--- src/scb_pkg.sv ---
// ----------------------------------------
// Shared types and constants
// ----------------------------------------
package scb_pkg;
	localparam int DATA_W = 8;
	localparam int NIB_W = 4;
	localparam int BANK_W = 1;
	localparam int OFFS_W = 7;
	localparam int BIT_IDX_W = 3;
	localparam int SKIP_CYCLES = 1;
	localparam logic [BANK_W-1:0] BANK_ZERO = 1'h0;
	localparam logic BIT_CLEARED = 1'h0;
	localparam logic BIT_SET = 1'h1;
	localparam logic [DATA_W-1:0] DATA_RESET = 8'h00;
	localparam logic [OFFS_W-1:0] OFFS_RESET = 7'h00;

	// Operation select from the decoder
	typedef enum logic [2:0] {
		OP_NONE,
		OP_NIBBLE_EXCHANGE,
		OP_CMP_SKIP_IMM,
		OP_CMP_SKIP_MEM,
		OP_LOW_BANK_BIT_CLEAR,
		OP_LOW_BANK_BIT_SET
	} scb_op_type;

	// Request from the sequencer
	typedef struct packed {
		scb_op_type op;
		logic [DATA_W-1:0] acc;
		logic [DATA_W-1:0] imm;
		logic [DATA_W-1:0] mem_data;
		logic [BANK_W-1:0] bank;
		logic [OFFS_W-1:0] offs;
		logic [BIT_IDX_W-1:0] bit_idx;
	} scb_req_type;

	// Result towards memory, flags and sequencer
	typedef struct packed {
		logic mem_we;
		logic [BANK_W-1:0] mem_bank;
		logic [OFFS_W-1:0] mem_offs;
		logic [DATA_W-1:0] mem_wdata;
		logic flag_we;
		logic zero_flag;
		logic carry_flag;
		logic skip;
	} scb_res_type;
endpackage

--- src/scb_unit.sv ---
`timescale 1ns/1ps
`default_nettype none
// Functional notes
// RULE1 - Nibble exchange writes the memory byte back with its two halves swapped and leaves the accumulator alone.
// RULE2 - Compare-skip subtracts the operand from the accumulator, keeps no difference, updates zero and carry, skips on equal.
// RULE3 - Low-bank bit clear forces the addressed bit of the bank-0 location to 0 whatever bank is selected.
// RULE4 - Low-bank bit set forces the addressed bit of the bank-0 location to 1 whatever bank is selected.
// RULE5 - A met skip condition suppresses the next instruction and costs extra cycles beyond the base cycle.
module scb_unit import scb_pkg::*; #(
	parameter int SKIP_LEN = SKIP_CYCLES
) (
	input wire logic mclk_i,
	input wire logic reset_n_i,
	input wire logic req_valid_i,
	input wire scb_req_type req_i,
	output var scb_res_type res_o,
	output logic busy_o,
	output logic done_o
);
	// ----------------------------------------
	// Declarations
	// ----------------------------------------
	typedef enum logic {
		ST_RUN,
		ST_SKIP
	} scb_state_type;

	localparam int SKIP_WAIT = SKIP_LEN;
	localparam int CNT_W = $clog2(SKIP_LEN + 1);

	scb_state_type state_q, state_d;
	logic [CNT_W-1:0] cnt_q, cnt_d;
	scb_res_type res_q, res_d;
	logic busy_q, busy_d;
	logic done_q, done_d;
	logic take;
	logic [DATA_W-1:0] cmp_operand;
	logic cmp_zero;
	logic cmp_carry;

	// Single-bit mask, shared by both bit operations
	function automatic logic [DATA_W-1:0] bit_mask(input logic [BIT_IDX_W-1:0] idx);
		logic [DATA_W-1:0] m;
		m = '0;
		m[idx] = 1'b1;
		return m;
	endfunction

	// ----------------------------------------
	// Compare path
	// ----------------------------------------
	// Requests are refused while a skip is being paid for
	assign take = req_valid_i && !busy_q;
	assign cmp_operand = (req_i.op == OP_CMP_SKIP_IMM) ? req_i.imm : req_i.mem_data;

	scb_cmp_sub #(
		.WIDTH(DATA_W)
	) u_cmp (
		.minuend_i(req_i.acc),
		.subtrahend_i(cmp_operand),
		.zero_o(cmp_zero),
		.carry_o(cmp_carry)
	);

	// ----------------------------------------
	// Next result
	// ----------------------------------------
	// Flags hold their last value outside compares; strobes are one cycle
	always_comb begin
		res_d = res_q;
		res_d.mem_we = 1'b0;
		res_d.flag_we = 1'b0;
		res_d.skip = 1'b0;
		done_d = 1'b0;
		if (take) begin
			done_d = (req_i.op != OP_NONE);
			case (req_i.op)
				OP_NIBBLE_EXCHANGE: begin
					// No accumulator write port exists, so it cannot change
					res_d.mem_we = 1'b1; // RULE1
					res_d.mem_bank = req_i.bank;
					res_d.mem_offs = req_i.offs;
					res_d.mem_wdata = {req_i.mem_data[NIB_W-1:0], req_i.mem_data[DATA_W-1:NIB_W]}; // RULE1
				end
				OP_CMP_SKIP_IMM, OP_CMP_SKIP_MEM: begin
					// Difference is discarded; only the flags and the skip strobe leave
					res_d.flag_we = 1'b1; // RULE2
					res_d.zero_flag = cmp_zero; // RULE2
					res_d.carry_flag = cmp_carry; // RULE2
					res_d.skip = cmp_zero; // RULE2
				end
				OP_LOW_BANK_BIT_CLEAR: begin
					res_d.mem_we = 1'b1;
					res_d.mem_bank = BANK_ZERO; // RULE3
					res_d.mem_offs = req_i.offs;
					res_d.mem_wdata = req_i.mem_data & ~bit_mask(req_i.bit_idx); // RULE3
				end
				OP_LOW_BANK_BIT_SET: begin
					res_d.mem_we = 1'b1;
					res_d.mem_bank = BANK_ZERO; // RULE4
					res_d.mem_offs = req_i.offs;
					res_d.mem_wdata = req_i.mem_data | bit_mask(req_i.bit_idx); // RULE4
				end
				default: begin
					done_d = 1'b0;
				end
			endcase
		end
	end

	// ----------------------------------------
	// Skip sequencing
	// ----------------------------------------
	// Busy covers the suppressed slot so the sequencer cannot issue into it
	always_comb begin
		state_d = state_q;
		cnt_d = cnt_q;
		busy_d = busy_q;
		case (state_q)
			ST_RUN: begin
				if (take && res_d.skip) begin
					state_d = ST_SKIP; // RULE5
					cnt_d = CNT_W'(SKIP_LEN);
					busy_d = 1'b1; // RULE5
				end
			end
			ST_SKIP: begin
				cnt_d = cnt_q - CNT_W'(1);
				if (cnt_q == CNT_W'(1)) begin
					state_d = ST_RUN;
					busy_d = 1'b0;
				end
			end
			default: begin
				state_d = ST_RUN;
				busy_d = 1'b0;
			end
		endcase
	end

	// Registers only
	always_ff @(posedge mclk_i) begin
		if (!reset_n_i) begin
			state_q <= ST_RUN;
			cnt_q <= '0;
			busy_q <= 1'b0;
			done_q <= 1'b0;
			res_q <= '{mem_we: 1'b0, mem_bank: BANK_ZERO, mem_offs: OFFS_RESET, mem_wdata: DATA_RESET,
				flag_we: 1'b0, zero_flag: 1'b0, carry_flag: 1'b0, skip: 1'b0};
		end else begin
			state_q <= state_d;
			cnt_q <= cnt_d;
			busy_q <= busy_d;
			done_q <= done_d;
			res_q <= res_d;
		end
	end

	assign res_o = res_q;
	assign busy_o = busy_q;
	assign done_o = done_q;

	// ----------------------------------------
	// Checks
	// ----------------------------------------
	nibble_swap_a: assert property (@(posedge mclk_i) disable iff (!reset_n_i) // RULE1
		(take && req_i.op == OP_NIBBLE_EXCHANGE) |=> res_q.mem_we && !res_q.flag_we &&
		res_q.mem_wdata == {$past(req_i.mem_data[NIB_W-1:0]), $past(req_i.mem_data[DATA_W-1:NIB_W])})
		else $error("nibble exchange wrote wrong byte");

	compare_flags_a: assert property (@(posedge mclk_i) disable iff (!reset_n_i) // RULE2
		(take && req_i.op == OP_CMP_SKIP_IMM) |=> res_q.flag_we && !res_q.mem_we &&
		res_q.zero_flag == ($past(req_i.acc) == $past(req_i.imm)) &&
		res_q.carry_flag == ($past(req_i.acc) >= $past(req_i.imm)))
		else $error("compare flags wrong");

	compare_skip_a: assert property (@(posedge mclk_i) disable iff (!reset_n_i) // RULE2
		(take && req_i.op == OP_CMP_SKIP_MEM) |=> res_q.skip == ($past(req_i.acc) == $past(req_i.mem_data)))
		else $error("skip disagrees with equality");

	bit_clear_a: assert property (@(posedge mclk_i) disable iff (!reset_n_i) // RULE3
		(take && req_i.op == OP_LOW_BANK_BIT_CLEAR) |=> res_q.mem_we && res_q.mem_bank == BANK_ZERO &&
		res_q.mem_wdata == ($past(req_i.mem_data) & ~bit_mask($past(req_i.bit_idx))))
		else $error("bit clear wrong");

	bit_set_a: assert property (@(posedge mclk_i) disable iff (!reset_n_i) // RULE4
		(take && req_i.op == OP_LOW_BANK_BIT_SET) |=> res_q.mem_we && res_q.mem_bank == BANK_ZERO &&
		res_q.mem_wdata == ($past(req_i.mem_data) | bit_mask($past(req_i.bit_idx))))
		else $error("bit set wrong");

	skip_busy_a: assert property (@(posedge mclk_i) disable iff (!reset_n_i) // RULE5
		res_q.skip |-> busy_q ##[1:SKIP_WAIT] !busy_q)
		else $error("skip slot length wrong");

	skip_refuse_a: assert property (@(posedge mclk_i) disable iff (!reset_n_i) // RULE5
		(busy_q && req_valid_i) |=> !done_q && !res_q.mem_we && !res_q.flag_we)
		else $error("request taken during skip slot");

	exchange_target_a: assert property (@(posedge mclk_i) disable iff (!reset_n_i) // RULE1
		(take && req_i.op == OP_NIBBLE_EXCHANGE) |=> res_q.mem_bank == $past(req_i.bank) &&
		res_q.mem_offs == $past(req_i.offs) && !res_q.skip && done_q)
		else $error("nibble exchange target wrong");

	mem_compare_flags_a: assert property (@(posedge mclk_i) disable iff (!reset_n_i) // RULE2
		(take && req_i.op == OP_CMP_SKIP_MEM) |=> res_q.flag_we && !res_q.mem_we &&
		res_q.zero_flag == ($past(req_i.acc) == $past(req_i.mem_data)) &&
		res_q.carry_flag == ($past(req_i.acc) >= $past(req_i.mem_data)))
		else $error("memory compare flags wrong");

	// Flags must survive every non-compare, or a later skip test would read stale state
	flags_hold_a: assert property (@(posedge mclk_i) disable iff (!reset_n_i) // RULE2
		!(take && (req_i.op == OP_CMP_SKIP_IMM || req_i.op == OP_CMP_SKIP_MEM)) |=>
		$stable(res_q.zero_flag) && $stable(res_q.carry_flag) && !res_q.flag_we && !res_q.skip)
		else $error("flags moved without a compare");

	bit_target_a: assert property (@(posedge mclk_i) disable iff (!reset_n_i) // RULE3
		(take && (req_i.op == OP_LOW_BANK_BIT_CLEAR || req_i.op == OP_LOW_BANK_BIT_SET)) |=>
		res_q.mem_offs == $past(req_i.offs) && !res_q.flag_we && !res_q.skip && done_q)
		else $error("bit operation target wrong");

	busy_start_a: assert property (@(posedge mclk_i) disable iff (!reset_n_i) // RULE5
		$rose(busy_q) |-> res_q.skip && done_q)
		else $error("skip slot opened without a skip");
endmodule
`default_nettype wire

--- src/scb_cmp_sub.sv ---
`timescale 1ns/1ps
`default_nettype none
// ----------------------------------------
// Subtract-only comparator
// ----------------------------------------
module scb_cmp_sub import scb_pkg::*; #(
	parameter int WIDTH = DATA_W
) (
	input wire logic [WIDTH-1:0] minuend_i,
	input wire logic [WIDTH-1:0] subtrahend_i,
	output logic zero_o,
	output logic carry_o
);
	logic [WIDTH:0] diff;

	// Extra bit catches the borrow; carry is set when no borrow occurs
	always_comb begin
		diff = {1'b0, minuend_i} - {1'b0, subtrahend_i};
		zero_o = (diff[WIDTH-1:0] == '0);
		carry_o = ~diff[WIDTH];
	end
endmodule
`default_nettype wire

--- config.mk ---
export PLATFORM = sky130hd
export DESIGN_NAME = scb_unit
export DESIGN_NICKNAME = d
export VERILOG_FILES = /design/src/scb_pkg.sv /design/src/scb_unit.sv /design/src/scb_cmp_sub.sv
export SDC_FILE = /design/constraint.sdc
export NUM_CORES = 1
export LEC_CHECK = 0
export BUFFER_PORTS_ARGS = -buffer_cell sky130_fd_sc_hd__buf_2
export CAP_MARGIN = 20
export CELL_PAD_IN_SITES_DETAIL_PLACEMENT = 0
export CELL_PAD_IN_SITES_GLOBAL_PLACEMENT = 1
export CORE_MARGIN = 2
export CORE_UTILIZATION = 38
export DETAILED_ROUTE_END_ITERATION = 16
export GPL_TIMING_DRIVEN = 0
export PLACE_DENSITY_LB_ADDON = 0.08
export SETUP_SLACK_MARGIN = 0.15
export SKIP_CTS_REPAIR_TIMING = 1
export SLEW_MARGIN = 20
export SYNTH_ARGS = -nofsm -noshare
export SYNTH_HDL_FRONTEND = slang
export SYNTH_HIERARCHICAL = 1
export SYNTH_SLANG_ARGS = --single-unit
--- constraint.sdc ---
create_clock -name mclk_i -period 6.4 [get_ports mclk_i]
set_clock_uncertainty 0.15 [all_clocks]
set_input_delay 0.32 -clock mclk_i [delete_from_list [all_inputs] [get_ports mclk_i]]
set_output_delay 0.32 -clock mclk_i [all_outputs]
set_load 0.01 [all_outputs]
# Word-level counts from Yosys, hierarchy flattened
# Cells that the tools add are included.
# word_totals
register_bits	25
mem_count	0
latch_bits	0
out_inout_bits	23
ram_bits	0
elab_cells	55
in_bits	41
mem_bits_ro	0
# op_classes
shift	0
div_mod_pow	0
mux	13
order_cmp	2
bitwise	5
addsub	2
multipliers	0
eq_ne	7
n_reduce_logical	14
# ops
cell	n
$pmux 17 s3	1
$sub 8x8->9	1
$and 8x8->8	1
$logic_not 8->1	1
$mux 8	1
$not 8->8	1
$or 8x8->8	1
$reduce_and 2->1	4
$eq 3x2->1 const B	2
$eq 3x3->1 const B	2
$mux 1	6
$pmux 1 s2	3
$reduce_bool 3->1	2
$reduce_or 5->1	1
$lt 3x4->1 const B	1
$mux 4	1
$demux 1 s3	1
$eq 3x1->1 const B	1
$ge 3x1->1 const B	1
$logic_and 1x1->1	3
$reduce_and 3->1	1
$ne 2x1->1 const B	1
$ne 2x2->1 const B	1
$not 1->1	2
3 further kinds	3

# Depth between registers and ports, before layout
# depth
word_depth	9
depth_mapped	13
depth_no_buf	12

# Cells and area by module
# Netlist, hierarchy kept.
# modules_own_cells
module	area_per_inst_um2	cells_per_inst	seq_area_each_um2	instances
scb_unit	1331.3	157	500.5	1
scb_cmp_sub	370.4	47	0.0	1

# Worst setup path before layout
# Ideal clock, no wire load.
# synth_timing
path_type	input port to flip-flop
start	in req_i[37] (netlist bit)
end	reg state_q
n_path_buf	1
setup_time_ns	0.070
setup_slack_ns	3.539
arrival_ns	2.640
cell_stages	12
t_required_ns	6.180
cell_sequence	nor3b_2 > buf_2 > o21ai_1 > ha_1 > fa_1 > nor2b_1 > o21a_1 > o311a_1 > nor3_2 > nor4b_2 > nand3b_1 > a21oi_1
# synth_via
elab_chain_len	9
word_cells_on_any_way	11
cone_classes	add/sub: 1; eq/ne: 2; mux: 5; reduce/logical: 3
# synth_rtl
item	line	rtl
start, declared	scb_unit.sv:15	input wire scb_req_type req_i,
$eq 3x2->1	scb_unit.sv:54	assign cmp_operand = (req_i.op == OP_CMP_SKIP_IMM) ? req_i.imm : req_i.mem_data;
$mux 8	scb_unit.sv:54	
via cmp_operand[0]	scb_unit.sv:37	logic [DATA_W-1:0] cmp_operand;
$sub 8x8->9	scb_cmp_sub.sv:18	diff = {1'b0, minuend_i} - {1'b0, subtrahend_i};
$logic_not 8->1	scb_cmp_sub.sv:19	zero_o = (diff[WIDTH-1:0] == '0);
via cmp_zero	scb_unit.sv:38	logic cmp_zero;
$mux 4	scb_unit.sv:77	case (req_i.op)
$mux 1	scb_unit.sv:75	if (take) begin
$logic_and 1x1->1	scb_unit.sv:121	if (take && res_d.skip) begin
$mux 1	scb_unit.sv:121	
$pmux 1 s2	scb_unit.sv:119	case (state_q)
end signal, assigned	scb_unit.sv:151	state_q <= state_d;
end, declared	scb_unit.sv:31	scb_state_type state_q, state_d;
# The timed path passes the listed nets, and every way through them passes these cells.
# A chain may end at the register's enable or synchronous reset.

# Worst setup path after layout
# layout_timing
start	in req_i[36] (netlist bit)
end	reg state_q
# The elaborated chain is that of the path after synthesis.

==> metrics list <==
* Number of instances in the synthesized netlist: 204
- Hold/Removal Path Class: in2reg
- After clock tree synthesis, the clock-pin slew on the worst setup and hold paths is 0.09 ns.
* Leading cell types by total area after synthesis: dfxtp_1 29%, ha_1 5.9%, o21ai_1 5.6%
- Dividing the detail-routed wire length by the instance count gives 13.2 um.
- Cells after DPL: 318
- The congestion estimate from routability-driven global placement came to 0.856.
- Cell at the root of the clock tree: clkbuf_8
- Total track usage: 17.6%
* Top metal layer carrying routed signals: met4
- Of the total power, the clock network draws 25.4%.
- The number of pins exceeding their max-slew limit in the final report is 0.
* Syn Nets: 254
* Port-buffer cells: 62
* Largest driver fanout on the critical path: 10
* Number of standard cells in the final layout excluding fillers: 322
* IO Pins: 64
* Sequential share of the synthesized area: 29.4%
- Flip-flop and latch count after synthesis: 25
* Static power due to leakage: 0.970 nW
- In this run the tightest slew margin relative to its limit is 68.2%.
- Fraction of final layout cells with drive strength greater than 1: 31.1%
- Vias per inst: 5.16
* DR vias: 1661
- Across the VDD grid, the largest voltage drop is 0.0716 mV.
- Total number of yosys warnings: 6
- Entering global routing, the biggest net connects 14 pins.
* Metal-1 WL: 2050 um
- After floorplanning, the core was sized to cover 0.00432 mm2.
* First drt pass iteration count: 4
* Routed length on met3: 228 um
- Measured on the finished design, the core utilization comes to 49.1%.
* Clock Tree Buf Depth: 2
* Clock buffers created by TritonCTS: 3
- Cell area power density: 171 mW/mm2
- Deepest level of the CTS H-tree: 1
- Post-synth EDFFs: 0
- The die is 70.9 um wide.
* CP Buf/Inv Count: 3
- The critical path is of the in2reg type.
* Maxcap violations: 0
- The internal portion of the total power is 255 uW.
- Net switching is 29.7% of the power.
* Number of distinct library cells after synthesis: 52
- The initial antenna violation count came to 0.
- The share of total power dissipated in sequential elements is 45.3%.
* Number of nets in the final layout: 321
- Area fraction of the dominant cell type after synthesis: 29.4%
* Sum of routed wire length over all layers: 4250 um
* Area of the die: 0.00503 mm2
- For this run, design rule violations remaining after detail routing come to 0.
- RSZ-0062 raised after global routing: false
- In this run the remaining antenna-violating nets after routing total 0.
- Hold WS: 0.147 ns
* Most frequently used flop master after synthesis: dfxtp_1
- Endpoint type of the worst setup path: flop
* Worst Setup Slack, final: 3.26 ns
* Starting density of the core: 39.4%
- In this design, the stage delay of the slowest critical-path cell is 0.47 ns.
- Counting flops with an async set or reset pin after synthesis yields a share of 0%.
* Share of the cycle needed by the critical path after routing: 49.0%
- Average footprint of a synthesized cell: 8.34 um2
* Violation count after the first detailed-route iteration: 55
* Outcome: completed
- The critical path goes through buf_2 -> nor3b_2 -> buf_2 -> nand2_1 -> o21ai_1 -> inv_1 -> ha_1 -> a2111oi_0 -> a22oi_1 -> xor2_1 -> nor4b_2 -> nand3b_1 -> a21oi_1.
- CTS saw 25 sinks.
- For this design, the slowest cell found on the critical path is a2111oi_0.
- Summed over all nets, the switching power comes to 108 uW.
* Largest delay share family, worst path: simple AND/OR/NAND/NOR gates
- HPWL after detailed placement: 3460 um
- GRT Residual Overflow: 0
- Of all cell types, the one taking the most synthesized area is dfxtp_1.
* Data arrival, critical path: 3.18 ns
- dfxtp_1 is the most common cell in the netlist.
- Most frequent cell on the critical path: buf_2
* Met2 routed WL: 1890 um
- Setup violations remaining at the end of the flow were counted as 0.
- Hold Violations, Final: 0
- From bottom edge to top edge, the die measures 70.9 um.
* Number of global-route vias before repair: 1586
- At the later pin of the worst-skew pair, clock insertion delay measures 0.26 ns.
- Final sum of negative setup slack: 0 ns
- Ant. Diodes: 0
- CTS tree: yes
- Post-layout min period: 3.14 ns
- Most numerous cell types in the synthesized netlist: 25 x dfxtp_1, 19 x o21ai_1, 17 x inv_1, 12 x a21oi_1, 11 x nor2b_1
- Based on the critical path, the design can be clocked at up to 319 MHz.
- Relative area change from synthesis to final layout: 24.7%
- For the pin with the worst max-slew slack, the measured transition is 0.477 ns.
* Worst Setup Start Kind: primary input
- Combinational fraction of design power: 29.3%
- First-pass GRT wire length: 7220 um
- At the worst endpoint, the required time is 6.44 ns.
- The mapped netlist covers 0.00170 mm2.
* Place WS: 3.00 ns
- Cell row count: 24
==> final timing paths <==
path,from,end,slack [ns],depth (start not counted)
worst max register to register,busy_o$_SDFFE_PN0P_,res_o[6]$_SDFFE_PN0P_,4.77,4
worst min register to register,res_o[13]$_SDFFE_PN0P_,res_o[13]$_SDFFE_PN0P_,0.33,2
worst min-delay path,req_i[4],res_o[13]$_SDFFE_PN0P_,0.15,3
worst max-delay path,req_i[36],state_q$_SDFF_PN0_,3.26,13
==> worst min-delay path, delay by kind of cell <==
family	cells	cell delay, ns
compound gates	1	0.05
buf+inv	1	0.10
simple gates	1	0.05
==> layout by cell type, fill, tap and decap left out, drive strengths merged, types with 2 or more instances in the layout <==
| cell type | netlist | layout |
|---|---|---|
| o21a | 4 | 4 |
| mux2i | 2 | 2 |
| nor2 | 10 | 10 |
| inv | 17 | 17 |
| clkbuf | 6 | 10 |
| o21ai | 25 | 25 |
| nand3 | 7 | 7 |
| a211oi | 2 | 2 |
| nand4 | 2 | 2 |
| buf | 7 | 69 |
| o221a | 8 | 8 |
| or2 | 3 | 3 |
| nand3b | 4 | 4 |
| nand2b | 3 | 3 |
| dfxtp | 25 | 25 |
| nor2b | 11 | 11 |
| a21oi | 12 | 12 |
| and2 | 2 | 2 |
| ha | 8 | 8 |
| or3b | 5 | 5 |
| xor2 | 3 | 3 |
| a221oi | 7 | 7 |
| nand2 | 10 | 10 |
| and2b | 2 | 2 |
| nor3 | 2 | 2 |
| nor3b | 2 | 2 |
==> cell type report <==
type / instances / area (um2)
inverter: 17 / 63.8
multi-input combinational: 149 / 1070
timing repair buffer: 62 / 310
fill: 462 / 2200
buffer: 13 / 62.6
clock buffer: 4 / 45.0
sequential: 25 / 500
tap: 52 / 65.1
==> registers in the layout (all words and copies together), names as in the netlist <==
register  cells
res_o        21
busy_o        1
cnt_q         1
done_o        1
state_q       1
==> per-layer routing <==
layer / vias to the layer above / GRT usage (%)
li1: 881 / -
met1: 729 / 24.0
met2: 45 / 28.3
met3: 6 / 2.99
met4: 0 / 5.66
met5: - / 0
==> stage by stage <==
stage	cell area, um2	power [mW]
global placement	2080	0.274
CTS	2120	0.367
floorplan	1700	0.239
global route	2120	0.389
detailed placement	2080	0.274
finish	2120	0.362
==> logic make-up (layout without fill, tap and decap cells) <==
kind of cell	after synthesis	after routing	share of synthesized area [%]
muxes	3	3	1.84
and+or+nand+nor	68	68	26.3
xor gates and xnor gates	4	4	2.06
DFF	25	25	29.4
AOI/OAI and AO/OA	65	65	26.0
buffers and inverters	30	96	7.43
adders and majority gates	9	9	7.06
==> power by group through the flow <==
stage	combinational, mW	clock, mW	sequential (mW)
5_1_grt	0.119	0.104	0.165
3_5_place_dp	0.106	0	0.168
2_1_floorplan	0.0684	0	0.171
3_3_place_gp	0.106	0	0.168
4_1_cts	0.107	0.0962	0.164
6_report	0.106	0.0920	0.164
Note: power is estimated with default switching activity, not from simulation.
